### src/logic/port_b_mux_regs.vh
// constants for the port b alternate pin mux and its control register
`ifndef PORT_B_MUX_REGS_VH
`define PORT_B_MUX_REGS_VH

`define MCU_CONTROL_ADDR        4'h0
`define PORTB_DIR_ADDR          4'h4
`define PORTB_LATCH_ADDR        4'h8
`define PORTB_PIN_ADDR          4'hc
`define ALT_SELECT_ADDR         4'h0
`define MCU_CONTROL_RESET       8'h00
`define MCU_CONTROL_WMASK       8'h93
`define PORTB_RESET             8'h00
`define ALT_SELECT_RESET        8'h00
`define MCU_PUD_BIT             4
`define MCU_DBG_DIS_BIT         7
`define MCU_VEC_SEL_BIT         1
`define MCU_VEC_CHG_BIT         0
`define ALT_B7_RTS_BIT          0
`define ALT_B6_T4_BIT           1
`define ALT_B5_T4_BIT           2

`endif

### src/logic/port_b_alternate_pin_mux.v
// port b alternate function override logic with wishbone control registers
//
// The implementer's own choices: the Wishbone interface to the registers and the register offsets.
`timescale 1ns/1ps
`include "port_b_mux_regs.vh"

module port_b_alternate_pin_mux (
    input  wire       clk_i,
    input  wire       rst_i,
    // wishbone slave
    input  wire       cyc_i,
    input  wire       stb_i,
    input  wire       we_i,
    input  wire [3:0] adr_i,
    input  wire [3:0] sel_i,
    input  wire [31:0] dat_i,
    output wire [31:0] dat_o,
    output wire       ack_o,
    // peripheral side
    input  wire       timer0_compare_a_en_i,
    input  wire       timer0_compare_a_out_i,
    input  wire       timer1_compare_a_en_i,
    input  wire       timer1_compare_a_out_i,
    input  wire       timer1_compare_b_en_i,
    input  wire       timer1_compare_b_out_i,
    input  wire       timer1_compare_c_en_i,
    input  wire       timer1_compare_c_out_i,
    input  wire       timer4_compare_b_en_i,
    input  wire       timer4_compare_b_out_i,
    input  wire       uart_rts_i,
    input  wire       spi_enable_i,
    input  wire       spi_master_i,
    input  wire       spi_master_out_i,
    input  wire       spi_slave_out_i,
    input  wire       spi_sck_out_i,
    output wire       spi_master_in_o,
    output wire       spi_slave_in_o,
    output wire       spi_sck_in_o,
    output wire       spi_ss_in_o,
    input  wire       prog_mode_i,
    input  wire       prog_data_out_i,
    output wire       prog_data_in_o,
    output wire [7:1] pin_change_src_o,
    output wire       debug_port_disable_o,
    output wire       vector_table_select_o,
    output wire       vector_change_enable_o,
    // pads
    input  wire [7:0] pad_i,
    output wire [7:0] pad_o,
    output wire [7:0] pad_oe_o,
    output wire [7:0] pad_pullup_o
);

    // ------------------------------------------------------------
    // registers and bus slave
    // ------------------------------------------------------------
    reg  [7:0]  mcu_control_r;
    reg  [7:0]  portb_dir_r;
    reg  [7:0]  portb_latch_r;
    reg  [7:0]  alt_select_r;
    reg         ack_r;
    reg  [31:0] dat_r;
    reg  [7:0]  rd_nxt;
    wire        req = cyc_i & stb_i & ~ack_r;
    wire        wr  = req & we_i & sel_i[0];
    wire        global_pullup_disable = mcu_control_r[`MCU_PUD_BIT];

    always @* begin
        case (adr_i)
            `MCU_CONTROL_ADDR: rd_nxt = mcu_control_r;
            `PORTB_DIR_ADDR:   rd_nxt = portb_dir_r;
            `PORTB_LATCH_ADDR: rd_nxt = portb_latch_r;
            `PORTB_PIN_ADDR:   rd_nxt = pad_i;
            default:           rd_nxt = 8'h00;
        endcase
    end

    always @(posedge clk_i) begin
        if (rst_i) begin
            mcu_control_r <= `MCU_CONTROL_RESET;
            portb_dir_r   <= `PORTB_RESET;
            portb_latch_r <= `PORTB_RESET;
            ack_r         <= 1'b0;
            dat_r         <= 32'h0000_0000;
        end else begin
            ack_r <= req;
            if (req)
                dat_r <= {24'h00_0000, rd_nxt};
            if (wr) begin
                case (adr_i)
                    `MCU_CONTROL_ADDR: mcu_control_r <= dat_i[7:0] & `MCU_CONTROL_WMASK;
                    `PORTB_DIR_ADDR:   portb_dir_r   <= dat_i[7:0];
                    `PORTB_LATCH_ADDR: portb_latch_r <= dat_i[7:0];
                    default:           mcu_control_r <= mcu_control_r;
                endcase
            end
        end
    end

    // alt select bits come from bits 15:8 of the latch-register word
    always @(posedge clk_i) begin
        if (rst_i)
            alt_select_r <= `ALT_SELECT_RESET;
        else if (req & we_i & sel_i[1] & (adr_i == `PORTB_LATCH_ADDR))
            alt_select_r <= dat_i[15:8];
    end

    assign ack_o = ack_r;
    assign dat_o = ack_r ? (dat_r | ((adr_i == `PORTB_LATCH_ADDR) ?
                           {16'h0000, alt_select_r, 8'h00} : 32'h0000_0000)) : 32'h0000_0000;

    assign debug_port_disable_o   = mcu_control_r[`MCU_DBG_DIS_BIT];
    assign vector_table_select_o  = mcu_control_r[`MCU_VEC_SEL_BIT];
    assign vector_change_enable_o = mcu_control_r[`MCU_VEC_CHG_BIT];

    // ------------------------------------------------------------
    // override signals per pin
    // ------------------------------------------------------------
    reg [7:0] pullup_override_enable;
    reg [7:0] pullup_override_value;
    reg [7:0] direction_override_enable;
    reg [7:0] direction_override_value;
    reg [7:0] value_override_enable;
    reg [7:0] value_override_value;
    wire spi_mst = spi_enable_i & spi_master_i;
    wire spi_slv = spi_enable_i & ~spi_master_i;

    always @* begin
        pullup_override_enable    = 8'h00;
        pullup_override_value     = 8'h00;
        direction_override_enable = 8'h00;
        direction_override_value  = 8'h00;
        value_override_enable     = 8'h00;
        value_override_value      = 8'h00;
        // bit 7: fixed priority timer0, then timer1 c, then rts
        if (timer0_compare_a_en_i) begin
            value_override_enable[7] = 1'b1;
            value_override_value[7]  = timer0_compare_a_out_i;
        end else if (timer1_compare_c_en_i) begin
            value_override_enable[7] = 1'b1;
            value_override_value[7]  = timer1_compare_c_out_i;
        end else if (alt_select_r[`ALT_B7_RTS_BIT]) begin
            value_override_enable[7] = 1'b1;
            value_override_value[7]  = uart_rts_i;
        end
        if (timer1_compare_b_en_i) begin
            value_override_enable[6] = 1'b1;
            value_override_value[6]  = timer1_compare_b_out_i;
        end else if (timer4_compare_b_en_i & alt_select_r[`ALT_B6_T4_BIT]) begin
            value_override_enable[6] = 1'b1;
            value_override_value[6]  = timer4_compare_b_out_i;
        end
        if (timer1_compare_a_en_i) begin
            value_override_enable[5] = 1'b1;
            value_override_value[5]  = timer1_compare_a_out_i;
        end else if (timer4_compare_b_en_i & alt_select_r[`ALT_B5_T4_BIT]) begin
            value_override_enable[5] = 1'b1;
            value_override_value[5]  = ~timer4_compare_b_out_i;
        end
        // spi: master forces bit 3 in, slave forces bits 2..0 in
        if (spi_mst) begin
            direction_override_enable[3] = 1'b1;
            pullup_override_enable[3]    = 1'b1;
            pullup_override_value[3]     = portb_latch_r[3] & ~global_pullup_disable;
            value_override_enable[2:1]   = 2'b11;
            value_override_value[2]      = spi_master_out_i;
            value_override_value[1]      = spi_sck_out_i;
        end
        if (spi_slv) begin
            direction_override_enable[2:0] = 3'b111;
            pullup_override_enable[2:0]    = 3'b111;
            pullup_override_value[2:0]     = portb_latch_r[2:0] &
                                             {3{~global_pullup_disable}};
            value_override_enable[3]       = 1'b1;
            value_override_value[3]        = spi_slave_out_i;
        end
        // serial programming owns bits 3 and 2
        if (prog_mode_i) begin
            direction_override_enable[3:2] = 2'b11;
            direction_override_value[3:2]  = 2'b10;
            value_override_enable[3]       = 1'b1;
            value_override_value[3]        = prog_data_out_i;
            pullup_override_enable[3:2]    = 2'b11;
            pullup_override_value[3:2]     = 2'b00;
        end
    end

    // ------------------------------------------------------------
    // pad drive
    // ------------------------------------------------------------
    port_b_pin_cell pin7_cell (
        .dir_i        (portb_dir_r[7]),              .latch_i      (portb_latch_r[7]),
        .pud_i        (global_pullup_disable),       .pu_ovr_en_i  (pullup_override_enable[7]),
        .pu_ovr_val_i (pullup_override_value[7]),    .dir_ovr_en_i (direction_override_enable[7]),
        .dir_ovr_val_i(direction_override_value[7]), .val_ovr_en_i (value_override_enable[7]),
        .val_ovr_val_i(value_override_value[7]),     .pad_o        (pad_o[7]),
        .pad_oe_o     (pad_oe_o[7]),                 .pad_pullup_o (pad_pullup_o[7])
    );

    port_b_pin_cell pin6_cell (
        .dir_i        (portb_dir_r[6]),              .latch_i      (portb_latch_r[6]),
        .pud_i        (global_pullup_disable),       .pu_ovr_en_i  (pullup_override_enable[6]),
        .pu_ovr_val_i (pullup_override_value[6]),    .dir_ovr_en_i (direction_override_enable[6]),
        .dir_ovr_val_i(direction_override_value[6]), .val_ovr_en_i (value_override_enable[6]),
        .val_ovr_val_i(value_override_value[6]),     .pad_o        (pad_o[6]),
        .pad_oe_o     (pad_oe_o[6]),                 .pad_pullup_o (pad_pullup_o[6])
    );

    port_b_pin_cell pin5_cell (
        .dir_i        (portb_dir_r[5]),              .latch_i      (portb_latch_r[5]),
        .pud_i        (global_pullup_disable),       .pu_ovr_en_i  (pullup_override_enable[5]),
        .pu_ovr_val_i (pullup_override_value[5]),    .dir_ovr_en_i (direction_override_enable[5]),
        .dir_ovr_val_i(direction_override_value[5]), .val_ovr_en_i (value_override_enable[5]),
        .val_ovr_val_i(value_override_value[5]),     .pad_o        (pad_o[5]),
        .pad_oe_o     (pad_oe_o[5]),                 .pad_pullup_o (pad_pullup_o[5])
    );

    port_b_pin_cell pin4_cell (
        .dir_i        (portb_dir_r[4]),              .latch_i      (portb_latch_r[4]),
        .pud_i        (global_pullup_disable),       .pu_ovr_en_i  (pullup_override_enable[4]),
        .pu_ovr_val_i (pullup_override_value[4]),    .dir_ovr_en_i (direction_override_enable[4]),
        .dir_ovr_val_i(direction_override_value[4]), .val_ovr_en_i (value_override_enable[4]),
        .val_ovr_val_i(value_override_value[4]),     .pad_o        (pad_o[4]),
        .pad_oe_o     (pad_oe_o[4]),                 .pad_pullup_o (pad_pullup_o[4])
    );

    port_b_pin_cell pin3_cell (
        .dir_i        (portb_dir_r[3]),              .latch_i      (portb_latch_r[3]),
        .pud_i        (global_pullup_disable),       .pu_ovr_en_i  (pullup_override_enable[3]),
        .pu_ovr_val_i (pullup_override_value[3]),    .dir_ovr_en_i (direction_override_enable[3]),
        .dir_ovr_val_i(direction_override_value[3]), .val_ovr_en_i (value_override_enable[3]),
        .val_ovr_val_i(value_override_value[3]),     .pad_o        (pad_o[3]),
        .pad_oe_o     (pad_oe_o[3]),                 .pad_pullup_o (pad_pullup_o[3])
    );

    port_b_pin_cell pin2_cell (
        .dir_i        (portb_dir_r[2]),              .latch_i      (portb_latch_r[2]),
        .pud_i        (global_pullup_disable),       .pu_ovr_en_i  (pullup_override_enable[2]),
        .pu_ovr_val_i (pullup_override_value[2]),    .dir_ovr_en_i (direction_override_enable[2]),
        .dir_ovr_val_i(direction_override_value[2]), .val_ovr_en_i (value_override_enable[2]),
        .val_ovr_val_i(value_override_value[2]),     .pad_o        (pad_o[2]),
        .pad_oe_o     (pad_oe_o[2]),                 .pad_pullup_o (pad_pullup_o[2])
    );

    port_b_pin_cell pin1_cell (
        .dir_i        (portb_dir_r[1]),              .latch_i      (portb_latch_r[1]),
        .pud_i        (global_pullup_disable),       .pu_ovr_en_i  (pullup_override_enable[1]),
        .pu_ovr_val_i (pullup_override_value[1]),    .dir_ovr_en_i (direction_override_enable[1]),
        .dir_ovr_val_i(direction_override_value[1]), .val_ovr_en_i (value_override_enable[1]),
        .val_ovr_val_i(value_override_value[1]),     .pad_o        (pad_o[1]),
        .pad_oe_o     (pad_oe_o[1]),                 .pad_pullup_o (pad_pullup_o[1])
    );

    port_b_pin_cell pin0_cell (
        .dir_i        (portb_dir_r[0]),              .latch_i      (portb_latch_r[0]),
        .pud_i        (global_pullup_disable),       .pu_ovr_en_i  (pullup_override_enable[0]),
        .pu_ovr_val_i (pullup_override_value[0]),    .dir_ovr_en_i (direction_override_enable[0]),
        .dir_ovr_val_i(direction_override_value[0]), .val_ovr_en_i (value_override_enable[0]),
        .val_ovr_val_i(value_override_value[0]),     .pad_o        (pad_o[0]),
        .pad_oe_o     (pad_oe_o[0]),                 .pad_pullup_o (pad_pullup_o[0])
    );

    assign spi_master_in_o  = pad_i[3];
    assign spi_slave_in_o   = pad_i[2];
    assign spi_sck_in_o     = pad_i[1];
    assign spi_ss_in_o      = pad_i[0];
    assign prog_data_in_o   = pad_i[2];
    assign pin_change_src_o = pad_i[7:1];

endmodule // port_b_alternate_pin_mux

// ------------------------------------------------------------
// one pad: resolves drive enable, drive value and pull-up
// ------------------------------------------------------------
module port_b_pin_cell (
    input  wire dir_i,
    input  wire latch_i,
    input  wire pud_i,
    input  wire pu_ovr_en_i,
    input  wire pu_ovr_val_i,
    input  wire dir_ovr_en_i,
    input  wire dir_ovr_val_i,
    input  wire val_ovr_en_i,
    input  wire val_ovr_val_i,
    output wire pad_o,
    output wire pad_oe_o,
    output wire pad_pullup_o
);
    wire drive_en     = dir_ovr_en_i ? dir_ovr_val_i : dir_i;
    wire plain_pullup = ~dir_i & latch_i & ~pud_i;

    assign pad_oe_o     = drive_en;
    assign pad_o        = val_ovr_en_i ? val_ovr_val_i : latch_i;
    // global disable beats an alternate function's pull-up request too
    assign pad_pullup_o = (pu_ovr_en_i ? pu_ovr_val_i : plain_pullup) &
                          ~drive_en & ~pud_i;
endmodule // port_b_pin_cell

### config.mk
export PLATFORM = sky130hd
export DESIGN_NAME = port_b_alternate_pin_mux
export DESIGN_NICKNAME = d
export VERILOG_FILES = /design/src/logic/port_b_alternate_pin_mux.v
export VERILOG_INCLUDE_DIRS = /design/src /design/src/logic
export SDC_FILE = /design/constraint.sdc
export NUM_CORES = 1
export LEC_CHECK = 0
export BUFFER_PORTS_ARGS = -buffer_cell sky130_fd_sc_hd__buf_2
export CAP_MARGIN = 10
export CORE_MARGIN = 5
export CORE_UTILIZATION = 46
export CTS_BUF_LIST = sky130_fd_sc_hd__clkbuf_8
export CTS_CLUSTER_SIZE = 12
export DETAILED_ROUTE_END_ITERATION = 8
export PLACE_DENSITY = 0.83
export SYNTH_ARGS = -nofsm -noshare
export SYNTH_HDL_FRONTEND = slang
export SYNTH_HIERARCHICAL = 1
export SYNTH_SLANG_ARGS = --single-unit
### constraint.sdc
create_clock -name clk_i -period 1.38 [get_ports clk_i]
set_input_delay 0.207 -clock clk_i [delete_from_list [all_inputs] [get_ports clk_i]]
set_output_delay 0.207 -clock clk_i [all_outputs]
set_load 0.01 [all_outputs]
==> impl_metrics.tcl <==
set metrics [dict create \
    worstSkewPairLatency_ns 0.29 \
    crit_fanout 5 \
    ctsHoldBuffers 0 \
    vias 2704 \
    p_leak_uw 0.00191 \
    core_um2 5470 \
    floorplan.rows 27 \
    syn_avg_cell_area_um2 9.13 \
    dr_wl_met2_mm 4.28 \
    fin_crit_ns 1.63 \
    ir_drop_mv 0.507 \
    cts_buffers 5 \
    dp_cells 497 \
    drt-vias-per-instance 5.21 \
    port_buffers 108 \
    yosysSeqAreaShare 0.288 \
    worstPathRequired_ns 1.17 \
    min-delay-path-class "input pin to flip-flop" \
    postRouteAntennaNets 0 \
    cts_root_buffer "clkbuf_8" \
    dieArea_um2 7190 \
    combPwrFrac 0.218 \
    synth_area_leaders "dfxtp_1, mux2i_1, buf_4" \
    initial_core_util 0.470 \
    start_kind "flip-flop" \
    maxCapViolCount 0 \
    die_w_um 84.8 \
    synthDominantCellAreaShare 0.288 \
    wl_per_cell_um 16.1 \
    synth_ff_type "dfxtp_1" \
    wl_met3_um 489 \
    pwr-share-seq 0.448 \
    skew_ns 0.0107 \
    antenna_found_initial 0 \
    route.final.wire_length_mm 8.35 \
    clkPwrFrac 0.334 \
    path_clk_slew_ns 0.08 \
    grt.total_usage 0.210 \
    placed_area_um2 3350 \
    final_area_um2 3830 \
    synthDistinctLibCells 39 \
    drc_errors 0 \
    overflow 0 \
    cp_num_buf_inv 1 \
    worstPathCellList "nor4b_4, nand2_1, a211oi_2, buf_2" \
    gp_congestion 0.891 \
    rsz0062_at_grt "yes" \
    p_int_uw 1730 \
    wl_met1_mm 3.36 \
    fin_ws_ns -0.248 \
    status "finished, violations left" \
    antenna_cells 0 \
    synthArstFlopShare 0 \
    top_layer "met4" \
    final_max_slew_viol_count 0 \
    place_hpwl_mm 5.99 \
    setup.worst_path.end_class "primary output" \
    critPathTopFamily "flip-flops" \
    cpMaxStageDelayCell "dfxtp_4" \
    synth_area_um2 2570 \
    grt_pass1_wl_mm 12.4 \
    worstPathArrival_ns 1.42 \
    cellPowerDensity_nw_per_um2 623 \
    yosysTopAreaCell "dfxtp_1" \
    finalCritPeriodShare 1.18 \
    cts_num_sinks 37 \
    fmax_ghz 0.614 \
    finalNonFillerCells 519 \
    synth_edf_count 0 \
    syn_inst 282 \
    fin_hold_ws_ns 0.174 \
    cts.htree.levels 2 \
    ios 143 \
    final.setup.tns_ns -1.94 \
    hold_violations 0 \
    first_pass_iters 4 \
    ys_ff_latch 37 \
    layout-drive-gt1-share 0.519 \
    tritoncts "done" \
    crit_type "flip-flop to primary output" \
    grt_pass1_vias 2687 \
    cpPeakStageDelay_ns 0.38 \
    p_switching_uw 662 \
    violations "negative setup slack" \
    drtIter0Drc 180 \
    die_h_um 84.8 \
    grt_max_degree 32 \
    power.share.switching 0.277 \
    clockBufferDepth 2 \
    yosys_warnings 6 \
    area_growth_pct 49.0 \
    finalNetCount 517 \
    setup_viol 14 \
]
[what timing repair did]
action | in CTS | in global routing
pin swaps | 18 | 9
setup buffers | 13 | 2
setup endpoints to repair | 26 | 34
cloned | 1 | 0
resized for setup | 47 | 35
[metal layers]
metal	GRT usage	vias up
met2	0.396	109
met5	0	-
met1	0.235	1282
met4	0.0748	0
li1	-	1290
met3	0.0343	23
[cell type report]
cell class | instances | area [µm²]
clock buffer | 6 | 82.6
clock inverter | 2 | 13.8
fill | 402 | 1640
inverter | 4 | 20.0
multi-input combinational | 243 | 1850
sequential | 37 | 769
tap | 72 | 90.1
timing repair buffer | 155 | 1010
[cell usage in the layout, fill, tap and decap left out, drive strengths merged, types with 4 or more instances in the layout]
master and count:
a211oi 8, a21oi 9, a222oi 4, a22o 4
and2 13, and3 13, buf 155, clkbuf 6
conb 43, dfxtp 37, inv 4, mux2 17
mux2i 28, nand2 14, nand2b 31, nand4 8
o22ai 4, o2bb2ai 4, o31ai 8, or3b 9
[synthesized netlist by cell type, types with 4 or more instances]
cell type / number
a211oi_2: 8
a21oi_1: 9
a222oi_1: 4
a22o_1: 4
and2_1: 13
and3_1: 13
buf_4: 28
clkbuf_1: 8
dfxtp_1: 37
inv_1: 4
mux2_2: 17
mux2i_1: 28
nand2_1: 14
nand2b_1: 31
nand4_1: 8
o22ai_1: 4
o2bb2ai_1: 4
o31ai_1: 8
or3b_1: 8
[metrics by stage]
| step | utilization | worst slack [ns] | total power, µW |
|---|---|---|---|
| 6_report | 0.701 | -0.248 | 2390 |
| 5_1_grt | 0.701 | -0.265 | 2460 |
| 4_1_cts | 0.671 | -0.196 | 2330 |
| 3_5_place_dp | 0.612 | -0.214 | 1530 |
| 3_3_place_gp | 0.612 | -0.173 | 1520 |
| 2_1_floorplan | - | 0.0406 | 1380 |
[power groups by stage]
stage               logic (µW)  registers (µW)  clock network [µW]
floorplan                  282            1100                   0
global placement           424            1100                   0
detailed placement         436            1100                   0
CTS                        468            1070                 796
global route               557            1070                 836
finish                     522            1070                 797
[worst paths after layout]
check                                                   start                      endpoint  slack, ns  cells after the start
worst max register to register               ack_o$_SDFF_PP0_         dat_r[1]$_SDFFE_PP0P_       0.08                      4
worst min-delay path                                dat_i[15]  alt_select_r[7]$_SDFFE_PP0P_       0.17                      3
worst min register to register          dat_r[3]$_SDFFE_PP0P_         dat_r[3]$_SDFFE_PP0P_       0.47                      1
worst max-delay path            mcu_control_r[4]$_SDFFE_PP0P_               pad_pullup_o[3]      -0.25                      4
[flip-flops by register name (all words and copies together), names as in the netlist]
| name | flops |
|---|---|
| portb_latch_r | 8 |
| alt_select_r | 8 |
| ack_o | 1 |
| portb_dir_r | 8 |
| mcu_control_r | 4 |
| dat_r | 8 |
[cell families after synthesis]
logic type / Yosys count / synth area share
buf+inv: 44 / 0.107
compound gates: 47 / 0.146
mux: 45 / 0.183
simple gates: 108 / 0.274
other cells: 1 / 0.00146
flops: 37 / 0.288
[worst min-delay path, stage by stage]
cell	delay, ns
buf_2	0.10
nand4_1	0.06
a21oi_1	0.05
Power figures use the tool's default switching activity.
